==> config.mk <==
export PLATFORM = sky130hd
export DESIGN_NAME = dma_count_index_irq
export DESIGN_NICKNAME = d
export VERILOG_FILES = /design/src/rtl/dma_count_pkg.sv /design/src/rtl/dma_count_index_irq.sv /design/src/rtl/dma_chan_mem.sv
export VERILOG_INCLUDE_DIRS = /design/src /design/src/rtl
export SDC_FILE = /design/constraint.sdc
export NUM_CORES = 1
export LEC_CHECK = 0
export BUFFER_PORTS_ARGS = -buffer_cell sky130_fd_sc_hd__buf_4
export CAP_MARGIN = 30
export CORE_MARGIN = 3
export CORE_UTILIZATION = 45
export CTS_CLUSTER_SIZE = 10
export DETAILED_ROUTE_END_ITERATION = 6
export PLACE_DENSITY_LB_ADDON = 0.1
export SLEW_MARGIN = 20
export SYNTH_ARGS = -nofsm -noshare
export SYNTH_HDL_FRONTEND = slang
export SYNTH_SLANG_ARGS = --single-unit
export TNS_END_PERCENT = 20
==> constraint.sdc <==
create_clock -name core_clk -period 12.23 [get_ports core_clk]
set_clock_uncertainty 0.1 [all_clocks]
set_input_delay 0.6115 -clock core_clk [delete_from_list [all_inputs] [get_ports core_clk]]
set_output_delay 0.6115 -clock core_clk [all_outputs]
set_load 0.02 [all_outputs]
==> src/rtl/dma_count_map.svh <==
// Notes on behaviour
// - Each channel keeps an 8-bit frame count; zero after reset means one frame.
// - Frames per block are count plus one; zero-means-one wins over 0FFh text.
// - Frame counter steps down only on the last read transfer of a frame.
// - At block end the frame counter reloads from global value if auto-reload set.
// - A 16-bit element counter steps down after every element read transfer but a frame's last, which restarts it.
// - Element count 0FFFFh gives 65536 elements in one frame.
// - With auto-reload, block end reloads the element counter from global value.
// - Doubleword mode makes two 16-bit transfers, both addresses move after each.
// - In doubleword mode the two transfers together form one element.
// - Source and destination select fields choose step register 0 or 1.
// - Every transfer but the frame's last adds the selected element step.
// - The frame's last transfer adds the selected frame step instead.
// - With the interrupt enable bit clear no interrupt is raised.
// - Auto-buffering: mode 0 full buffer only, mode 1 half and full.
// - Multi-frame: mode 0 at block end only, mode 1 each frame end too.
`ifndef DMA_COUNT_MAP_SVH
`define DMA_COUNT_MAP_SVH
`define DMA_CHANNELS 6
`define DMA_CH_W 3
`define DMA_WORD_W 16
`define DMA_FRAME_W 8
`define DMA_ELEM_RESET 16'h0000
`define DMA_FRAME_RESET 8'h00
`define DMA_ELEM_LAST 16'h0000
`define DMA_FRAME_LAST 8'h00
`define DMA_ELEM_ONE 16'h0001
`define DMA_FRAME_ONE 8'h01
`define DMA_ADDR_RESET 16'h0000
`endif

==> src/rtl/dma_count_pkg.sv <==
`include "dma_count_map.svh"
package dma_count_pkg;
    typedef logic [`DMA_CH_W-1:0] chan_t;
    typedef logic [`DMA_WORD_W-1:0] word_t;
    typedef logic [`DMA_FRAME_W-1:0] frame_t;

    // Per-channel mode bits, the channel_mode_control contents.
    typedef struct packed {
        logic auto_reload_enable;
        logic source_index_select;
        logic dest_index_select;
        logic doubleWord;
        logic auto_buffering_mode;
        logic irq_enable_bit;
        logic irq_mode_bit;
    } mode_t;

    // State kept for one channel in the channel memory.
    typedef struct packed {
        logic phase;
        word_t source_address_reg;
        word_t dest_address_reg;
        word_t element_count_reg;
        word_t elementInit;
        frame_t frame_count_reg;
        mode_t mode;
    } chan_state_t;

    // Software load of one channel; enable low stops the channel.
    typedef struct packed {
        chan_t channel;
        logic enable;
        word_t srcAddr;
        word_t dstAddr;
        word_t elemCount;
        frame_t frameCount;
        mode_t mode;
    } load_t;

    // Global reload and step registers shared by all channels.
    typedef struct packed {
        frame_t global_frame_reload;
        word_t global_count_reload;
        word_t element_step_0;
        word_t element_step_1;
        word_t frame_step_0;
        word_t frame_step_1;
    } globals_t;

    // One issued 16-bit transfer.
    typedef struct packed {
        chan_t channel;
        word_t srcAddr;
        word_t dstAddr;
        logic secondHalf;
        logic frameEnd;
        logic blockEnd;
    } xfer_t;
endpackage : dma_count_pkg

==> src/rtl/dma_count_index_irq.sv <==
`timescale 1ns/1ps
`default_nettype none
module dma_count_index_irq
    import dma_count_pkg::*;
(
    input wire logic core_clk,
    input wire logic rst_n,
    input wire globals_t globals,
    input wire logic loadValid,
    output logic loadReady,
    input wire load_t loadData,
    input wire logic stepValid,
    output logic stepReady,
    input wire chan_t stepChannel,
    output logic xferValid,
    output xfer_t xfer,
    output logic [`DMA_CHANNELS-1:0] channelActive,
    output logic [`DMA_CHANNELS-1:0] irqPulse
);
    // Picks the step that moves an address after a transfer.
    function automatic word_t pickStep(input logic sel, input logic last,
                                       input globals_t g);
        word_t e;
        word_t f;
        e = sel ? g.element_step_1 : g.element_step_0;
        f = sel ? g.frame_step_1 : g.frame_step_0;
        pickStep = last ? f : e;
    endfunction : pickStep

    logic busy;
    chan_t busyCh;
    chan_state_t cur;
    chan_state_t wrData;
    chan_state_t loadState;
    chan_state_t nextState;
    chan_t wrAddr;
    logic wrEn;

    // The channel memory has one cycle of read latency, so a step is
    // taken only when no step is in flight, and a load only when idle.
    wire logic chanOk = stepChannel < `DMA_CH_W'(`DMA_CHANNELS);
    wire logic loadFire = loadValid && loadReady;
    wire logic stepFire = stepValid && stepReady;
    wire logic stepLive = stepFire && chanOk && channelActive[stepChannel];

    assign loadReady = !busy;
    assign stepReady = !busy && !loadValid;

    dma_chan_mem u_mem (
        .core_clk(core_clk),
        .rst_n(rst_n),
        .wrEn(wrEn),
        .wrAddr(wrAddr),
        .wrData(wrData),
        .rdAddr(stepChannel),
        .rdData(cur)
    );

    // Count decisions for the transfer now in the second stage.
    wire logic dw = cur.mode.doubleWord;
    wire logic elemDone = !dw || cur.phase;
    wire logic frameLast = elemDone &&
        (cur.element_count_reg == `DMA_ELEM_LAST);
    wire logic blockLast = frameLast &&
        (cur.frame_count_reg == `DMA_FRAME_LAST);
    wire logic autoRl = cur.mode.auto_reload_enable;
    wire logic halfPoint = elemDone && !frameLast &&
        (cur.element_count_reg == {1'b0, cur.elementInit[`DMA_WORD_W-1:1]});

    // Steps are two's complement, so the sum simply wraps.
    wire word_t srcStep = pickStep(cur.mode.source_index_select, frameLast,
                                   globals);
    wire word_t dstStep = pickStep(cur.mode.dest_index_select, frameLast,
                                   globals);
    wire word_t nextSrc = cur.source_address_reg + srcStep;
    wire word_t nextDst = cur.dest_address_reg + dstStep;

    wire word_t elemMinus = cur.element_count_reg - `DMA_ELEM_ONE;
    wire frame_t frameMinus = cur.frame_count_reg - `DMA_FRAME_ONE;

    wire word_t nextElem = blockLast ?
        (autoRl ? globals.global_count_reload : cur.element_count_reg) :
        frameLast ? cur.elementInit :
        elemDone ? elemMinus : cur.element_count_reg;
    wire word_t nextInit = (blockLast && autoRl) ?
        globals.global_count_reload : cur.elementInit;
    wire frame_t nextFrame = blockLast ?
        (autoRl ? globals.global_frame_reload : cur.frame_count_reg) :
        frameLast ? frameMinus : cur.frame_count_reg;

    // Interrupt decision: enable gates all, mode widens the events.
    wire logic modeEvent = cur.mode.auto_buffering_mode ? halfPoint
                                                        : frameLast;
    wire logic irqHit = cur.mode.irq_enable_bit &&
        (blockLast || (cur.mode.irq_mode_bit && modeEvent));

    assign nextState = '{
        phase: dw ? !cur.phase : 1'b0,
        source_address_reg: nextSrc,
        dest_address_reg: nextDst,
        element_count_reg: nextElem,
        elementInit: nextInit,
        frame_count_reg: nextFrame,
        mode: cur.mode
    };

    assign loadState = '{
        phase: 1'b0,
        source_address_reg: loadData.srcAddr,
        dest_address_reg: loadData.dstAddr,
        element_count_reg: loadData.elemCount,
        elementInit: loadData.elemCount,
        frame_count_reg: loadData.frameCount,
        mode: loadData.mode
    };

    assign wrEn = busy || loadFire;
    assign wrAddr = busy ? busyCh : loadData.channel;
    assign wrData = busy ? nextState : loadState;

    wire xfer_t next_xfer = '{
        channel: busyCh,
        srcAddr: cur.source_address_reg,
        dstAddr: cur.dest_address_reg,
        secondHalf: dw && cur.phase,
        frameEnd: frameLast,
        blockEnd: blockLast
    };

    always_ff @(posedge core_clk or negedge rst_n) begin
        if (!rst_n) begin
            busy <= 1'b0;
            busyCh <= '0;
        end else begin
            busy <= stepLive;
            busyCh <= stepChannel;
        end
    end

    always_ff @(posedge core_clk or negedge rst_n) begin
        if (!rst_n) begin
            xferValid <= 1'b0;
            xfer <= '0;
        end else begin
            xferValid <= busy;
            xfer <= busy ? next_xfer : xfer;
        end
    end

    // Per-channel active and interrupt bits.
    genvar c;
    generate
        for (c = 0; c < `DMA_CHANNELS; c++) begin : g_chan
            wire logic hitHere = busy && (busyCh == `DMA_CH_W'(c));
            wire logic loadHere = loadFire &&
                (loadData.channel == `DMA_CH_W'(c));
            always_ff @(posedge core_clk or negedge rst_n) begin
                if (!rst_n) begin
                    channelActive[c] <= 1'b0;
                    irqPulse[c] <= 1'b0;
                end else begin
                    irqPulse[c] <= hitHere && irqHit;
                    if (loadHere) begin
                        channelActive[c] <= loadData.enable;
                    end else if (hitHere && blockLast && !autoRl) begin
                        channelActive[c] <= 1'b0;
                    end
                end
            end
        end
    endgenerate
endmodule : dma_count_index_irq
`default_nettype wire

==> src/rtl/dma_chan_mem.sv <==
`timescale 1ns/1ps
`default_nettype none
module dma_chan_mem
    import dma_count_pkg::*;
(
    input wire logic core_clk,
    input wire logic rst_n,
    input wire logic wrEn,
    input wire chan_t wrAddr,
    input wire chan_state_t wrData,
    input wire chan_t rdAddr,
    output chan_state_t rdData
);
    chan_state_t store [`DMA_CHANNELS];

    always_ff @(posedge core_clk or negedge rst_n) begin
        if (!rst_n) begin
            for (int i = 0; i < `DMA_CHANNELS; i++) begin
                store[i] <= '0;
            end
        end else if (wrEn) begin
            store[wrAddr] <= wrData;
        end
    end

    always_ff @(posedge core_clk or negedge rst_n) begin
        if (!rst_n) begin
            rdData <= '0;
        end else begin
            rdData <= store[rdAddr];
        end
    end
endmodule : dma_chan_mem
`default_nettype wire

==> reports/results.tsv, run 1 <==
metric	value	unit
relative slew slack	40.9	%
synth-to-layout area growth	15.3	%
top cells by area, synth	dfrtp_1, o21ai_0, nand2_1	
cells after synthesis	2786	
CTS sink count	615	
CP required	12.62	ns
setup bufs post-CTS	0	
DRT antenna net count	0	
core area	0.0634	mm^2
CTS buffer count	74	
post-route clock period utilization	44.3	%
Die W	260	um
Synth Warn #	0	
max cap viols	0	
layout cells sized above 1	17.6	%
total grt overflow	0	
asr flop ratio synth	100	%
final std cell area, no fill	0.0334	mm^2
count of pins over their slew limit	0	
top cell type's share of synthesized area	53.0	%
CTS tree	yes	
CP Launch Type	register	
status	completed	
Setup CP Type	register to register	
fin nets	3113	
Syn Area/Cell	10.4	um^2
gr usage total	25.5	%
Setup TNS Final	0	ns
number of port buffers	214	
unrepaired setup endpoints after global routing	false	
vias in the first global route	22000	
DP Area	0.0312	mm^2
number of synthesized flops with an enable pin	0	
mapped cell area	0.0290	mm^2
Max VDD drop	0.000136	V
register area share after synthesis	53.0	%
CP endpoint kind	register	
Peak Freq	185	MHz
Crit path arrival time	5.81	ns
most common flop cell mapped by yosys	dfrtp_1	
antenna fix cells	0	
cell accounting for the most synthesized area	dfrtp_1	
clock-pin slew on the worst setup and hold paths	0.05	ns
Setup Viol. Count Final	0	
Initial Util	45.7	%
largest net degree at the start of global routing	116	
die area	0.0676	mm^2
Routed WL	85.7	mm
die height	260	um
Min Clock Period, post-route	5.42	ns
Slew @ Worst Pin	0.887	ns
syn nets	2983	
routed len/inst	22.6	um
iteration-0 DRC count of the detailed router	1574	
Initial DRT Pass Iterations	7	
Clk Latency, worst-skew pair	0.61	ns
clk buf depth	3	
CP max FO	43	
Via-to-Cell Ratio	5.73	
Static Leak	15.3	nW
row count	92	
Root Buffer	clkbuf_16	
Netlist cell types	80	
routability cong.	0.920	
H-tree depth	3	
fillcell total	5654	
first-pass GRT wire length	132	mm
detailed placement HPWL	56.5	mm
DRC viols	0	
via count	21700	
P per Cell Area	199	mW/mm^2
Final Hold Fails	0	
initial antenna violation count	0	
I/O pins	215	
synthesized flop and latch total	615	
worst hold path class	primary input to register	
[kinds of logic after synthesis]
logic type / count (synthesis) / share of synthesized area, %
AOI/OAI and AO/OA: 759 / 14.9
adders and majority gates: 35 / 1.56
buffers and inverters: 295 / 3.95
muxes: 309 / 14.4
DFF: 615 / 53.0
and+or+nand+nor: 729 / 10.8
xor gates and xnor gates: 44 / 1.35
[state kept, by name, summed over array words and instances, names as in the netlist]
signal,cells
channelActive,6
busy,1
xferValid,1
u_mem.store,480
busyCh,3
xfer,38
irqPulse,6
u_mem.rdData,80
[synthesized netlist by cell type, types with 3 or more instances]
master and instances:
a211oi_1 16, buf_1 25, o211ai_1 6, a221oi_1 6, o31ai_1 13, nor4_1 7
xor2_1 14, nand2b_1 9, nor3_1 5, nand3_1 33, or4_1 6, nand4_1 12
or3_1 11, nor4b_1 4, a21o_1 9, mux2i_1 174, o21ai_1 39, o21ai_0 451
o22ai_1 83, xnor2_1 29, inv_1 94, mux2_2 52, o221ai_1 14, a21oi_1 51
and3_1 7, a31oi_1 18, a22o_1 6, o21ai_2 3, nand2_1 534, nor2b_1 14
ha_1 33, dfrtp_1 615, nor2_1 62, clkbuf_1 157, o21bai_1 6, and2_1 3
mux4_2 82, buf_2 15, o21a_1 5, a31o_2 6, nand3b_1 3
[critical path, cell delays in order, from the launching register on]
cell and delay [ns]:
dfrtp_1 0.47, inv_1 0.12, ha_1 0.17, nor4b_2 0.22, nand4_1 0.41, nor2_4 0.20, buf_4 0.59, mux2i_1 0.35
mux2i_1 0.17, ha_1 0.31, a211oi_1 0.43, o21ai_1 0.20, a41o_1 0.30, a2111oi_0 0.54, o32ai_1 0.33, a221oi_1 0.37
[per-layer routing]
layer / GRT usage (%) / share of wire, % / routed length (um) / vias to the layer above
met1: 34.7 / 44 / 37300 / 10800
li1: - / - / - / 10100
met3: 4.24 / 6.3 / 5370 / 139
met4: 7.89 / 2.8 / 2430 / 0
met2: 42.1 / 47 / 40600 / 716
met5: 0 / 0 / 0 / -
[stage by stage]
stage,worst slack (ns),hold slack [ns],power (mW),util [%],cells
detailed placement,6.89,0.365,4.73,49.2,3680
global route,6.46,0.121,7.05,52.7,3786
CTS,6.86,0.107,6.70,52.5,3781
global placement,7.05,0.356,4.65,49.2,3680
floorplan,7.81,0.216,4.10,-,2786
finish,6.81,0.139,6.65,52.7,3786
[layout by cell type (no fill, tap or decap), types with 7 or more instances in the layout]
cell type  count
or3_1         11
nand2b_1       8
mux2i_1      174
a211oi_1      16
inv_1         94
nand2_1      528
mux2_2        52
a31oi_1       18
dfrtp_1      614
o21ai_1       39
nor2_1        62
mux4_2        82
a21o_1         9
ha_1          33
o221ai_1      14
clkbuf_16     75
and3_1         7
nor2b_1       14
buf_4        245
xnor2_1       29
a21oi_1       51
nand4_1       12
nor4_1         7
o21ai_0      451
xor2_1        14
o22ai_1       83
o31ai_1       13
nand3_1       33
clkbuf_1      11
[worst paths after layout]
kind | from | to | slack (ns) | cells past startpoint
max | u_mem.rdData[31]$_DFF_PN0_ | u_mem.store[316]$_DFFE_PN0P_ | 6.81 | 15
min | stepValid | busy$_DFF_PN0_ | 0.14 | 3
max reg2reg | u_mem.rdData[31]$_DFF_PN0_ | u_mem.store[316]$_DFFE_PN0P_ | 6.81 | 15
min reg2reg | u_mem.store[231]$_DFFE_PN0P_ | u_mem.store[231]$_DFFE_PN0P_ | 0.37 | 2
max in group asynchronous | rst_n | u_mem.store[343]$_DFFE_PN0P_ | 8.58 | 5
min in group asynchronous | rst_n | u_mem.store[468]$_DFFE_PN0P_ | 0.56 | 2
[layout make-up]
type	count	area (um^2)	share of cell area, %
multi-input combinational	1876	12500	37.5
tap	846	1060	3.17
inverter	95	357	1.07
timing repair buffer	254	2020	6.04
clock buffer	91	1990	5.94
clock inverter	9	88.8	0.266
sequential	615	15400	46.0
[power breakdown]
part	switching [mW]	total [mW]	leakage, nW	internal [mW]
combinational	0.954	1.72	6.57	0.767
sequential	0.365	2.97	7.75	2.61
clock	0.823	1.96	1.01	1.13
[what timing repair did]
item                                   4_1_cts  5_1_grt
resized for setup                            0        0
endpoints found under the hold margin        6        0
hold buffers                                 1        0
No activity file was read; power rests on OpenSTA's default activity.
==> inputs of run 2 (changes only) <==
==> constraint.sdc (replaced) <==
create_clock -name core_clk -period 5.4 [get_ports core_clk]
set_clock_uncertainty 0.1 [all_clocks]
set_input_delay 0.27 -clock core_clk [delete_from_list [all_inputs] [get_ports core_clk]]
set_output_delay 0.27 -clock core_clk [all_outputs]
set_load 0.02 [all_outputs]
==> run 2 against run 1 <==
Compared with the run above: cell count increased by 0.82%; critical endpoint is now u_mem.store[217]$_DFFE_PN0P_; sequential share of layout area shrank 0.49 points; combinational power is 130% higher; clock-buffer cell count fell by 5; highest routed layer unchanged; via count up 1.4%.
==> reports/results.tsv, run 2 (synthesized netlist as in run 1, its figures left out) <==
metric	value	unit
post-route clock period utilization	87.6	%
max cap viols	0	
P per Cell Area	447	mW/mm^2
clock-pin slew on the worst setup and hold paths	0.06	ns
Sequential Power Share	44.7	%
switching power	4.81	mW
DP Area	0.0314	mm^2
Final Hold Fails	0	
Via-to-Cell Ratio	5.77	
die height	260	um
number of port buffers	214	
Static Leak	15.5	nW
Largest register FFs	480	
Bufs and invs on worst path	2	
CP delay by family, top	compound AO/OA/AOI/OAI gates	
worst hold path class	primary input to register	
routability cong.	0.893	
fin nets	3150	
DRC viols	0	
Peak Freq	211	MHz
Crit path arrival time	5.07	ns
H-tree depth	3	
Comb power frac	26.0	%
Hold Slack	0.0352	ns
crit-path max cell delay	0.48	ns
crit-path cells	inv_1, ha_1, nor4b_2, nand4_1, nor2_4, buf_12, mux2i_1, mux2i_1, ha_1, fa_1, a21o_1, a21oi_1, o21bai_1, a31o_2, or3_1, a31oi_1, o21ai_0	
final std cell area, no fill	0.0338	mm^2
Min Clock Period, post-route	4.73	ns
Switching Fraction	31.9	%
CP endpoint kind	register	
largest net degree at the start of global routing	153	
via count	22000	
row count	92	
Max VDD drop	0.000252	V
clk buf depth	3	
count of pins over their slew limit	0	
Hold Path Stages	3	
initial antenna violation count	1	
Setup TNS Final	0	ns
status	completed	
Root Buffer	clkbuf_16	
iteration-0 DRC count of the detailed router	1435	
relative slew slack	36.8	%
CTS sink count	615	
total grt overflow	0	
Setup Viol. Count Final	0	
setup bufs post-CTS	0	
flop-to-flop setup slack	0.67	ns
Die W	260	um
synth-to-layout area growth	16.5	%
R2R cell count	17	
fillcell total	5615	
reg2reg start	u_mem.rdData[31]$_DFF_PN0_	
commonest non-fill, non-tap cells in the layout	dfrtp_1, nand2_1, o21ai_0	
P_int	10.3	mW
core area	0.0634	mm^2
Clk pwr share	29.3	%
critical path's slowest cell	dfrtp_1	
CP required	5.74	ns
R2R Path End	u_mem.store[217]$_DFFE_PN0P_	
Setup CP Type	register to register	
Biggest register	u_mem.store	
routed len/inst	22.4	um
die area	0.0676	mm^2
gr usage total	25.7	%
CTS buffer count	73	
Slew @ Worst Pin	0.947	ns
CTS tree	yes	
CP Launch Type	register	
detailed placement HPWL	57.0	mm
hold path endpoint	u_mem.store[454]$_DFFE_PN0P_	
Clk Latency, worst-skew pair	0.60	ns
Top Registers	u_mem.store: 480 flops, u_mem.rdData: 80 flops, xfer: 38 flops	
I/O pins	215	
hold_sp	loadData[38]	
first-pass GRT wire length	134	mm
Final Util	53.3	%
vias in the first global route	22600	
Initial DRT Pass Iterations	5	
Initial Util	45.7	%
Routed WL	85.7	mm
layout cells sized above 1	17.3	%
CP max FO	31	
DRT antenna net count	0	
most common library cell in the layout ignoring fill and taps	dfrtp_1	
unrepaired setup endpoints after global routing	false	
[run 2: changes by cell type in the layout (fill, tap and decap cells not counted), moves of 2 or more]
cell,delta
bufinv_16,+2
clkinv_8,-2
clkbuf_8,-2
buf_4,-3
clkbuf_1,-3
buf_16,-4
buf_12,+7
dlygate4sd3_1,+37
[run 2: what timing repair did]
item | in CTS | in global routing
hold endpoints to repair | 253 | 0
resized for setup | 0 | 0
hold buffers | 38 | 0
[run 2: stage by stage]
stage / power [mW] / worst slack, ns / std cells
after floorplan: 9.28 / 0.978 / 2786
after global placement: 10.5 / 0.841 / 3684
after detailed placement: 10.7 / 0.715 / 3686
after CTS: 15.2 / 0.727 / 3816
after global routing: 16.0 / 0.239 / 3816
final: 15.1 / 0.667 / 3817
[run 2: worst max-delay path by stage]
stage                          startpoint                            to  slack, ns  depth (start not counted)
2_1_floorplan  u_mem.rdData[31]$_DFF_PN0_  u_mem.store[142]$_DFFE_PN0P_       0.98                         19
3_3_place_gp   u_mem.rdData[31]$_DFF_PN0_  u_mem.store[217]$_DFFE_PN0P_       0.84                         17
3_5_place_dp   u_mem.rdData[31]$_DFF_PN0_   u_mem.store[57]$_DFFE_PN0P_       0.71                         17
4_1_cts        u_mem.rdData[31]$_DFF_PN0_  u_mem.store[217]$_DFFE_PN0P_       0.73                         17
5_1_grt        u_mem.rdData[32]$_DFF_PN0_  u_mem.store[217]$_DFFE_PN0P_       0.24                         17
6_report       u_mem.rdData[31]$_DFF_PN0_  u_mem.store[217]$_DFFE_PN0P_       0.67                         17
[run 2: power by group through the flow]
stage	clock [mW]	sequential, mW	combinational, mW
floorplan	0	6.63	2.66
global route	4.71	6.90	4.40
finish	4.43	6.75	3.92
global placement	0	6.74	3.80
detailed placement	0	6.82	3.91
CTS	4.54	6.74	3.95
[run 2: metal layers]
layer / vias up / global-route usage [%] / routed length [um]
met5: - / 0 / 0
met4: 0 / 7.10 / 2010
met3: 119 / 4.10 / 4660
met2: 645 / 42.4 / 40700
met1: 11100 / 35.5 / 38300
li1: 10200 / - / -
[run 2: tightest hold or removal path, stage by stage]
cell and delay [ns]:
buf_4 0.08, mux2i_1 0.16, o21ai_0 0.19
[run 2: final cells by class]
cell class                 instances  area [um^2]  share of cell area, %
antenna                            1         2.50                0.00740
clock buffer                      86         1950                   5.76
clock inverter                     6         91.3                  0.270
inverter                          95          357                   1.05
multi-input combinational       1876        12500                   37.1
sequential                       615        15400                   45.5
tap                              846         1060                   3.13
timing repair buffer             292         2410                   7.14
